File: config.mk
export PLATFORM = sky130hd
export DESIGN_NAME = ssp_ir_config
export DESIGN_NICKNAME = d
export VERILOG_FILES = /design/src/design/ssp_pkg.sv /design/src/design/ssp_ir_config.sv /design/src/design/ssp_blank_timer.sv
export SDC_FILE = /design/constraint.sdc
export NUM_CORES = 1
export LEC_CHECK = 0
export BUFFER_PORTS_ARGS = -buffer_cell sky130_fd_sc_hd__buf_2
export CAP_MARGIN = 30
export CORE_UTILIZATION = 31
export CTS_BUF_LIST = sky130_fd_sc_hd__clkbuf_8 sky130_fd_sc_hd__clkbuf_16
export DETAILED_ROUTE_END_ITERATION = 10
export PLACE_DENSITY_LB_ADDON = 0.1
export SETUP_SLACK_MARGIN = 0.02
export SYNTH_ARGS = -nofsm -noshare
export SYNTH_HDL_FRONTEND = slang
export SYNTH_HIERARCHICAL = 1
export SYNTH_SLANG_ARGS = --single-unit
export TNS_END_PERCENT = 50
File: constraint.sdc
create_clock -name MCLK_I -period 3.75 [get_ports MCLK_I]
set_input_delay 0.1875 -clock MCLK_I [delete_from_list [all_inputs] [get_ports MCLK_I]]
set_output_delay 0.1875 -clock MCLK_I [all_outputs]
set_load 0.05 [all_outputs]
File: src/design/ssp_pkg.sv
// ssp_pkg: constants and types of the second serial port infrared config block
// assumes a 10 MHz core clock and an 8-bit configuration index space
package ssp_pkg;

  // blanking step and core clock rate
  localparam int unsigned CLK_KHZ        = 10000;
  localparam int unsigned STEP_US        = 100;
  localparam int unsigned MAX_TIMEOUT_MS = 10;
  localparam int unsigned STEP_CYCLES    = (STEP_US * CLK_KHZ + 999) / 1000;
  localparam logic [9:0]  STEP_LAST      = 10'(STEP_CYCLES - 1);

  // configuration indexes
  localparam logic [7:0] IDX_PORT_MODE  = 8'hf0;
  localparam logic [7:0] IDX_IR_OPTION  = 8'hf1;
  localparam logic [7:0] IDX_HD_TIMEOUT = 8'hf2;
  localparam logic [7:0] IDX_STATUS     = 8'hf3;

  // reset values
  localparam logic [7:0] RST_PORT_MODE  = 8'h00;
  localparam logic [7:0] RST_IR_OPTION  = 8'h02;
  localparam logic [7:0] RST_HD_TIMEOUT = 8'h03;

  // bits that store; reserved bits read as zero
  localparam logic [7:0] PORT_MODE_WMASK = 8'h03;
  localparam logic [7:0] IR_OPTION_WMASK = 8'h7f;
  localparam logic [7:0] READ_NONE       = 8'h00;

  localparam logic       LINE_IDLE  = 1'b1;
  localparam logic [7:0] STEPS_NONE = 8'h00;
  localparam logic [7:0] STEP_ONE   = 8'h01;
  localparam logic [9:0] PRE_ZERO   = 10'h000;
  localparam logic [9:0] PRE_ONE    = 10'h001;

  // port encodings
  localparam logic [2:0] ENC_STANDARD = 3'h0;
  localparam logic [2:0] ENC_IRDA     = 3'h1;
  localparam logic [2:0] ENC_ASK      = 3'h2;

  typedef struct packed {
    logic [5:0] reserved;
    logic       high_speed;
    logic       midi;
  } ssp_port_mode_s;

  typedef struct packed {
    logic       reserved;
    logic       alt_pins;
    logic [2:0] encoding;
    logic       half_duplex;
    logic       tx_active_low;
    logic       rx_active_low;
  } ssp_ir_option_s;

  typedef struct packed {
    logic [3:0] zero;
    logic       rx_line;
    logic       enc_reserved;
    logic       rx_blank;
    logic       tx_blank;
  } ssp_status_s;

  typedef enum logic [1:0] {
    TMR_IDLE   = 2'b00,
    TMR_ACTIVE = 2'b01,
    TMR_HOLD   = 2'b11
  } ssp_tmr_e;

endpackage

File: src/design/ssp_ir_config.sv
// ssp_ir_config: configuration and infrared line steering of the second
// serial port: mode flags, polarity, duplex, encoding, pin routing, blanking
// assumes a uart core on the inside and a line driver or ir transceiver
// outside; all inputs are synchronous to MCLK_I
//
// Design decision made here: strobed register access.
module ssp_ir_config
  import ssp_pkg::*;
(
  input  wire logic       MCLK_I,
  input  wire logic       NRST_I,
  input  wire logic [7:0] CFG_ADDR_I,
  input  wire logic [7:0] CFG_WDATA_I,
  input  wire logic       CFG_WR_I,
  input  wire logic       CFG_RD_I,
  output logic      [7:0] CFG_RDATA_O,
  input  wire logic       UART_TX_I,
  output logic            UART_RX_O,
  input  wire logic       SECOND_PORT_RECEIVE_PIN_I,
  output logic            SECOND_PORT_TRANSMIT_PIN_O,
  input  wire logic       ALTERNATE_INFRARED_RECEIVE_PIN_I,
  output logic            ALTERNATE_INFRARED_TRANSMIT_PIN_O,
  output logic            MIDI_EN_O,
  output logic            HIGH_SPEED_O,
  output logic      [2:0] IR_ENCODING_O,
  output logic            HALF_DUPLEX_O
);

  ssp_port_mode_s port_mode;
  ssp_ir_option_s ir_option;
  logic     [7:0] hd_timeout;
  ssp_status_s    status;

  logic     [7:0] next_rdata;
  logic           enc_reserved;
  logic           ir_active;
  logic           rx_sel;
  logic           rx_norm;
  logic           tx_act;
  logic           rx_act;
  logic           tx_timer_blank;
  logic           rx_timer_blank;
  logic           tx_blank;
  logic           rx_blank;
  logic           next_uart_rx;
  logic           tx_line;
  logic           next_tx_pin;
  logic           tx_idle_pin;

  // index match for a strobe
  function automatic logic hit(input logic [7:0] addr, input logic [7:0] idx);
    hit = (addr == idx);
  endfunction

  // polarity only bends the line in the infrared encodings, so a plain
  // serial port keeps its usual idle-high sense whatever the option says
  function automatic logic bend(input logic v, input logic ir, input logic low);
    bend = v ^ (ir & ~low);
  endfunction

  function automatic logic is_reserved_enc(input logic [2:0] enc);
    is_reserved_enc = (enc != ENC_STANDARD) && (enc != ENC_IRDA) && (enc != ENC_ASK);
  endfunction

  // ---- register writes ----

  always_ff @(posedge MCLK_I or negedge NRST_I) begin
    if (!NRST_I) begin
      port_mode <= RST_PORT_MODE;
    end else if (CFG_WR_I && hit(CFG_ADDR_I, IDX_PORT_MODE)) begin
      // reserved bits are not stored, so a stray one from software is harmless
      port_mode <= CFG_WDATA_I & PORT_MODE_WMASK;
    end
  end

  always_ff @(posedge MCLK_I or negedge NRST_I) begin
    if (!NRST_I) begin
      ir_option <= RST_IR_OPTION;
    end else if (CFG_WR_I && hit(CFG_ADDR_I, IDX_IR_OPTION)) begin
      ir_option <= CFG_WDATA_I & IR_OPTION_WMASK;
    end
  end

  always_ff @(posedge MCLK_I or negedge NRST_I) begin
    if (!NRST_I) begin
      hd_timeout <= RST_HD_TIMEOUT;
    end else if (CFG_WR_I && hit(CFG_ADDR_I, IDX_HD_TIMEOUT)) begin
      hd_timeout <= CFG_WDATA_I;
    end
  end

  // ---- register reads ----

  always_comb begin
    status              = '0;
    status.tx_blank     = tx_blank;
    status.rx_blank     = rx_blank;
    status.enc_reserved = enc_reserved;
    status.rx_line      = rx_norm;
  end

  always_comb begin
    next_rdata = READ_NONE;
    if (CFG_RD_I) begin
      case (CFG_ADDR_I)
        IDX_PORT_MODE:  next_rdata = port_mode;
        IDX_IR_OPTION:  next_rdata = ir_option;
        IDX_HD_TIMEOUT: next_rdata = hd_timeout;
        IDX_STATUS:     next_rdata = status;
        default:        next_rdata = READ_NONE;
      endcase
    end
  end

  // read data stand only in the cycle after the strobe, zero otherwise
  always_ff @(posedge MCLK_I or negedge NRST_I) begin
    if (!NRST_I) begin
      CFG_RDATA_O <= READ_NONE;
    end else begin
      CFG_RDATA_O <= next_rdata;
    end
  end

  // ---- mode flags towards the uart core ----

  assign MIDI_EN_O    = port_mode.midi;
  assign HIGH_SPEED_O = port_mode.high_speed;

  assign enc_reserved = is_reserved_enc(ir_option.encoding);
  assign ir_active    = (ir_option.encoding == ENC_IRDA) ||
                        (ir_option.encoding == ENC_ASK);

  // reserved codes are not passed on; the core then runs as a plain port
  always_ff @(posedge MCLK_I or negedge NRST_I) begin
    if (!NRST_I) begin
      IR_ENCODING_O <= ENC_STANDARD;
    end else if (enc_reserved) begin
      IR_ENCODING_O <= ENC_STANDARD;
    end else begin
      IR_ENCODING_O <= ir_option.encoding;
    end
  end

  always_ff @(posedge MCLK_I or negedge NRST_I) begin
    if (!NRST_I) begin
      HALF_DUPLEX_O <= 1'b0;
    end else begin
      HALF_DUPLEX_O <= ir_option.half_duplex;
    end
  end

  // ---- receive path ----

  assign rx_sel = ir_option.alt_pins ? ALTERNATE_INFRARED_RECEIVE_PIN_I
                                     : SECOND_PORT_RECEIVE_PIN_I;

  assign rx_norm = bend(rx_sel, ir_active, ir_option.rx_active_low);

  // a start bit or space on the line counts as receive activity
  assign rx_act = ir_option.half_duplex && !rx_norm && !rx_blank && !tx_act;

  assign next_uart_rx = rx_blank ? LINE_IDLE : rx_norm;

  always_ff @(posedge MCLK_I or negedge NRST_I) begin
    if (!NRST_I) begin
      UART_RX_O <= LINE_IDLE;
    end else begin
      UART_RX_O <= next_uart_rx;
    end
  end

  // ---- transmit path ----

  // transmit wins a tie: a receive start in the same cycle is not counted
  assign tx_act = ir_option.half_duplex && !UART_TX_I && !tx_blank;

  assign tx_line     = tx_blank ? LINE_IDLE : UART_TX_I;
  assign next_tx_pin = bend(tx_line, ir_active, ir_option.tx_active_low);
  assign tx_idle_pin = bend(LINE_IDLE, ir_active, ir_option.tx_active_low);

  // the pin pair not in use rests at idle so the far side sees no noise
  always_ff @(posedge MCLK_I or negedge NRST_I) begin
    if (!NRST_I) begin
      SECOND_PORT_TRANSMIT_PIN_O <= LINE_IDLE;
    end else if (ir_option.alt_pins) begin
      SECOND_PORT_TRANSMIT_PIN_O <= tx_idle_pin;
    end else begin
      SECOND_PORT_TRANSMIT_PIN_O <= next_tx_pin;
    end
  end

  always_ff @(posedge MCLK_I or negedge NRST_I) begin
    if (!NRST_I) begin
      ALTERNATE_INFRARED_TRANSMIT_PIN_O <= LINE_IDLE;
    end else if (ir_option.alt_pins) begin
      ALTERNATE_INFRARED_TRANSMIT_PIN_O <= next_tx_pin;
    end else begin
      ALTERNATE_INFRARED_TRANSMIT_PIN_O <= tx_idle_pin;
    end
  end

  // ---- half duplex blanking ----

  // transmit activity blanks the receiver and the other way round;
  // each timer stretches its window by the programmed count of steps
  ssp_blank_timer u_tx_timer (
    .clk_i    (MCLK_I),
    .rst_n_i  (NRST_I),
    .active_i (tx_act),
    .count_i  (hd_timeout),
    .blank_o  (tx_timer_blank)
  );

  ssp_blank_timer u_rx_timer (
    .clk_i    (MCLK_I),
    .rst_n_i  (NRST_I),
    .active_i (rx_act),
    .count_i  (hd_timeout),
    .blank_o  (rx_timer_blank)
  );

  // leaving half duplex drops any window at once
  assign rx_blank = ir_option.half_duplex && tx_timer_blank;
  assign tx_blank = ir_option.half_duplex && rx_timer_blank;

endmodule

File: src/design/ssp_blank_timer.sv
// ssp_blank_timer: holds a blanking window while a direction is active
// and for a programmed number of 100 us steps after it goes quiet
// assumes active_i is synchronous to clk_i
module ssp_blank_timer
  import ssp_pkg::*;
(
  input  wire logic       clk_i,
  input  wire logic       rst_n_i,
  input  wire logic       active_i,
  input  wire logic [7:0] count_i,
  output logic            blank_o
);

  ssp_tmr_e   state;
  ssp_tmr_e   next_state;
  logic [9:0] pre;
  logic [7:0] steps;
  logic       step_end;

  assign step_end = (pre == STEP_LAST);

  always_comb begin
    next_state = state;
    case (state)
      TMR_IDLE: begin
        if (active_i) next_state = TMR_ACTIVE;
      end
      TMR_ACTIVE: begin
        if (!active_i) next_state = (count_i == STEPS_NONE) ? TMR_IDLE : TMR_HOLD;
      end
      TMR_HOLD: begin
        if (active_i) next_state = TMR_ACTIVE;
        else if (step_end && steps == STEP_ONE) next_state = TMR_IDLE;
      end
      default: next_state = TMR_IDLE;
    endcase
  end

  always_ff @(posedge clk_i or negedge rst_n_i) begin
    if (!rst_n_i) state <= TMR_IDLE;
    else state <= next_state;
  end

  // the step count is captured when activity ends, so a rewrite mid-hold waits
  always_ff @(posedge clk_i or negedge rst_n_i) begin
    if (!rst_n_i) begin
      pre   <= PRE_ZERO;
      steps <= STEPS_NONE;
    end else if (state != TMR_HOLD) begin
      pre   <= PRE_ZERO;
      steps <= count_i;
    end else if (step_end) begin
      pre   <= PRE_ZERO;
      steps <= steps - STEP_ONE;
    end else begin
      pre   <= pre + PRE_ONE;
    end
  end

  // registered state only, which keeps the two cross-coupled timers loop free
  assign blank_o = (state != TMR_IDLE);

endmodule

== After elaboration in Yosys (flattened, before gate mapping) ==
Index checks and enable logic that the tools add are counted.

* Flip-flop bits (word level): 72
* Word-level logic and storage cells: 112
* Output and inout port bits: 17
* Bits of input ports: 23

* Mux-type cells: 27
* Eq/ne operators: 24
* Add/sub/neg operators: 4
* Bitwise gates (word level): 7
* Reductions and logical operators: 30

{| class="wikitable"
|+ Operators with widths
! operator !! count
|-
| two-way mux 10 bit || 4
|-
| two-way mux 8 bit || 5
|-
| == test 8 bit, second input constant || 4
|-
| case mux 8 bit (4 select lines) || 1
|-
| adder 10 x 1 -> 10 bit, second input constant || 2
|-
| == test 10 bit, second input constant || 2
|-
| two-way mux 2 bit || 9
|-
| == test 8 x 1 -> 1 bit, second input constant || 2
|-
| subtractor 8 x 1 -> 8 bit, second input constant || 2
|-
| logical AND 1 bit || 14
|-
| case mux 2 bit (3 select lines) || 2
|-
| != test 3 x 1 -> 1 bit, second input constant || 3
|-
| zero test 8 bit || 1
|-
| != test 2 bit, second input constant || 4
|-
| nonzero test 2 bit || 4
|-
| AND reduction 3 bit || 2
|-
| zero test 1 bit || 5
|-
| two-way mux 1 bit || 5
|-
| == test 2 x 1 -> 1 bit, second input constant || 2
|-
| == test 2 bit, second input constant || 2
|-
| zero test 2 bit || 2
|-
| != test 2 x 1 -> 1 bit, second input constant || 2
|-
| == test 3 x 1 -> 1 bit, second input constant || 1
|-
| == test 3 x 2 -> 1 bit, second input constant || 1
|-
| 7 further kinds || 11
|}

== Longest topological paths before layout ==
* Depth after elaboration: 10
* Gate-level depth with buffers: 6
* Gate-level depth less buffers: 6

== Hierarchy ==
The synthesis kept the hierarchy.

{| class="wikitable"
|+ By module, submodules not included
! module !! times used !! cells an instance !! area an instance (µm²) !! sequential area each (µm²)
|-
| ssp_blank_timer || 2 || 121 || 1126.1 || 500.5
|-
| ssp_ir_config || 1 || 105 || 1356.3 || 808.3
|}

== Worst setup path before layout ==
OpenSTA, ideal clock, no wires.

* Path kind: register -> register
* Start: register ir_option[5] (netlist name)
* End: register u_rx_timer.state[0]
* Cell stages (with the launch flop): 7
* Clock period less this slack: 1719 ps
* Setup slack: 2031 ps
* Path buffers: 0
* Arrival: 1637 ps
* Required time: 3667 ps
* Library setup time: 83 ps
* Path through: dfrtp_1 or2_2 nor3_1 nor2b_1 nor4b_1 a21oi_1 o21ai_0

* Word-level cells in the longest chain between the ends: 10
* Elaborated cells on any way between the ends: 15
* Classes of those cells: eq/ne (5); mux (2); bitwise (2); reduce/logical (6)

{| class="wikitable"
|+ RTL lines
! what !! line !! source
|-
| from (decl) || ssp_ir_config.sv:30 || <nowiki>ssp_ir_option_s ir_option;</nowiki>
|-
| from (signal assigned) || ssp_ir_config.sv:80 || <nowiki>ir_option <= CFG_WDATA_I & IR_OPTION_WMASK;</nowiki>
|-
| == test 3 x 1 -> 1 bit / == test 3 x 2 -> 1 bit (equally long branches) || ssp_ir_config.sv:130, ssp_ir_config.sv:131 ||
|-
| logical OR 1 bit * || ssp_ir_config.sv:130 || <nowiki>assign ir_active = (ir_option.encoding == ENC_IRDA) ||</nowiki>
|-
| AND 1 bit * || ssp_ir_config.sv:58 || <nowiki>bend = v ^ (ir & ~low);</nowiki>
|-
| bitwise XOR 1 bit * || ssp_ir_config.sv:58 ||
|-
| zero test 1 bit * || ssp_ir_config.sv:160 || <nowiki>assign rx_act = ir_option.half_duplex && !rx_norm && !rx_blank && !tx_act;</nowiki>
|-
| logical AND 1 bit * (3 in a row) || ssp_ir_config.sv:160 ||
|-
| named net rx_act || ssp_ir_config.sv:40 || <nowiki>logic rx_act;</nowiki>
|-
| != test 3 x 1 -> 1 bit (no line), or another cell as far along || -- ||
|-
| AND reduction 3 bit (no line) / case mux 2 bit (3 select lines) (equally long branches) || -- ||
|-
| to (signal assigned) || ssp_blank_timer.sv:41 || <nowiki>else state <= next_state;</nowiki>
|-
| to (decl) || ssp_blank_timer.sv:14 || <nowiki>ssp_tmr_e state;</nowiki>
|}

Mark *: on every way through the listed nets, which the timed path passes. The rest lies on a longest branch.
A chain may end at the register's enable or synchronous reset.

== Worst setup path in the final report ==
Same ends and word-level chain as after synthesis.

==> results.json <==
{
  "worstPathArrival_ps": 2280,
  "die_width_um": 110,
  "overall_die_height_um": 110,
  "number_of_i_o_pins": 40,
  "dr_drc_count": 0,
  "core.rowCount": 39,
  "cp_slowest_stage_delay_ps": 540,
  "fin_ws_ps": 1720,
  "worst_case_hold_slack_ps": 90.4,
  "area.growth.synth_to_final_pct": 19.0,
  "timing_worst_setup_path_type": "reg -> reg",
  "post_synth_num_cell_types": 44,
  "grt_overflow": 0,
  "postCtsResizedCells": 0,
  "cts_buffer_depth": 2,
  "final_layout_size_suffix_gt1_share_pct": 23.5,
  "coreArea_um2": 11400,
  "hpwlAfterDp_um": 5650,
  "finalInstanceArea_um2": 4300,
  "via_per_inst": 4.92,
  "rr_startpoint": "ir_option[5]",
  "relSlewSlack_pct": 60.9,
  "power_leakage_nw": 1.89,
  "finClkSkew_ps": 8.13,
  "drv_cap": 0,
  "drt.antenna.violating_nets": 0,
  "maxClockFrequency_mhz": 494,
  "gr-usage-all-layers_pct": 14.8,
  "crit_path_cell_trace": "or2_2 > nor3_1 > nor2b_1 > nor4b_1 > a21oi_1 > o21ai_0",
  "worstMarginPinSlew_ps": 578,
  "grt_setup_unrepaired": "false",
  "cp_data_required_time_ps": 4000,
  "routed_len_inst_um": 14.9,
  "critical_path.max_fanout": 7,
  "post_route_total_power_mw": 1.89,
  "min_period_over_period_pct": 54.0,
  "final_common_cell": "sky130_fd_sc_hd__dfrtp_1",
  "hold_path_class": "in -> reg",
  "cts-root-buf": "sky130_fd_sc_hd__clkbuf_16",
  "power.ir.vdd_worst_mv": 0.277,
  "dieArea_um2": 12100,
  "crit_path_end_kind": "flip-flop",
  "status": "finished clean",
  "finalCriticalPeriod_ps": 2030,
  "hold_buffers": 0,
  "cellPowerDensity_nw_per_um2": 441,
  "place.port_buffers": 39,
  "grt_start_max_net_pins": 73,
  "h-tree-depth": 3,
  "layout.cells.most_common_list": "sky130_fd_sc_hd__dfrtp_1 (66), sky130_fd_sc_hd__buf_2 (38), sky130_fd_sc_hd__nor2_1 (32)",
  "number_of_global_route_vias_before_repair": 2562,
  "total_length_of_routed_wires_um": 8050,
  "initial_antenna_violation_count": 0,
  "drt_first_iter_violations": 102,
  "clkTransAtPathRegs_ps": 60,
  "synth.avg_cell_area_um2": 10.4,
  "final_hold_violation_count": 0,
  "netlist_instances": 347,
  "fin_nets": 420,
  "final.setup.tns_ps": 0,
  "detailedRoute.firstPassIterationCount": 4,
  "clk_latency_ps": 330,
  "cts_tree": "yes",
  "final_cells": 539,
  "placed_cells_incl_taps": 521,
  "final_setup_violation_count": 0,
  "share_of_synthesized_area_occupied_by_flip_flops_and_latches_pct": 50.1,
  "post_cts_buffers": 0,
  "synth.net_count": 376,
  "insertedDiodeCount": 0,
  "grt_pass1_wl_um": 13200,
  "total_cts_buffers": 9,
  "final_max_slew_viol_count": 0,
  "final_util_pct": 37.8,
  "holdCritStartpoint": "CFG_WDATA_I[7]",
  "clock_sinks": 72,
  "ys.warnings.count": 6,
  "post_synth_instance_area_um2": 3610,
  "timing.critical_path.from": "ir_option[5]",
  "placed_area_um2": 3940,
  "crit_path_top_delay_cell": "sky130_fd_sc_hd__nor4b_1",
  "place_congestion": 0.825,
  "initial_core_util_pct": 31.7,
  "synth_seq_cells": 72,
  "crit_path_start_kind": "flip-flop",
  "post-place-ws_ps": 1790,
  "num_vias": 2651
}
==> flip-flops by register name (all words and copies together) (netlist names) <==
name,cells
HIGH_SPEED_O,1
u_rx_timer/pre,10
u_tx_timer/state,2
ir_option,7
SECOND_PORT_TRANSMIT_PIN_O,1
IR_ENCODING_O,3
u_tx_timer/pre,10
HALF_DUPLEX_O,1
u_rx_timer/steps,8
ALTERNATE_INFRARED_TRANSMIT_PIN_O,1
u_tx_timer/steps,8
UART_RX_O,1
hd_timeout,8
u_rx_timer/state,2
MIDI_EN_O,1
CFG_RDATA_O,8
==> cell usage after synthesis (all sizes together) <==
cell type	count	share of area [%]
nand2b	3	0.52
clkbuf	3	0.31
nand3	12	1.7
mux2	19	5.9
a21oi	9	1.2
nand2	32	3.5
mux2i	3	0.83
a22oi	4	0.83
or3b	2	0.49
nor3	12	1.7
nor3b	6	1.9
or2	3	0.52
dfstp	6	4.4
nor2b	6	1.0
nand4b	1	0.24
a211oi	4	0.83
and2	5	0.87
or4	6	1.2
or3	3	0.52
nor2	32	3.3
and4	2	0.49
nor4	6	1.0
buf	5	1.0
ha	6	2.1
a21o	1	0.21
xor2	10	2.4
nand4	13	2.6
xnor2	17	4.1
or4b	2	0.55
and3	10	1.7
nor4b	4	1.4
o211ai	2	0.42
and2b	1	0.21
a31oi	4	0.69
o21ai	18	2.5
dfrtp	66	46
conb	1	0.10
inv	8	0.83
==> area by class of cell <==
type / instances / area, um^2
inverters: 8 / 30.0
fillers: 1131 / 7070
repair buffers: 41 / 235
well taps: 143 / 179
clock buffers: 10 / 239
clock inverters: 6 / 82.6
multi-input cells: 259 / 1720
flip-flops and latches: 72 / 1810
==> report_power, final <==
group / leakage [nW] / internal, mW / switching, mW
clock network: 0.158 / 0.596 / 0.320
registers: 0.976 / 0.806 / 0.0286
logic: 0.759 / 0.0557 / 0.0884
==> routing by layer <==
metal	global-route usage [%]	wire (um)
met2	21.7	3610
met3	4.09	252
met4	4.67	108
met5	0	0
met1	20.8	4080
==> worst max-delay path: cells and delay by family, from the launching register on <==
family | cells | cell delay [ps]
AO/OA/AOI/OAI | 2 | 310
AND/OR/NAND/NOR | 4 | 1190
flip-flops | 1 | 440
==> kinds of logic after synthesis <==
kind of cell,share of synthesized area [%]
compound gates,6.73
xor+xnor,6.55
fa+ha+maj,2.08
buf+inv,2.18
flops,50.1
mux,6.76
other cells,0.104
simple gates,25.5
==> final timing paths <==
kind	to	slack [ps]	depth (start not counted)
worst max-delay path	u_rx_timer/state[0]	1720	6
worst min-delay path	hd_timeout[7]	90	2
worst max register to register	u_rx_timer/state[0]	1720	6
worst min register to register	u_tx_timer/pre[0]	480	1
max in group asynchronous	hd_timeout[0]	2980	3
min in group asynchronous	u_tx_timer/pre[0]	200	2
No activity file was read; power rests on OpenSTA's default activity.
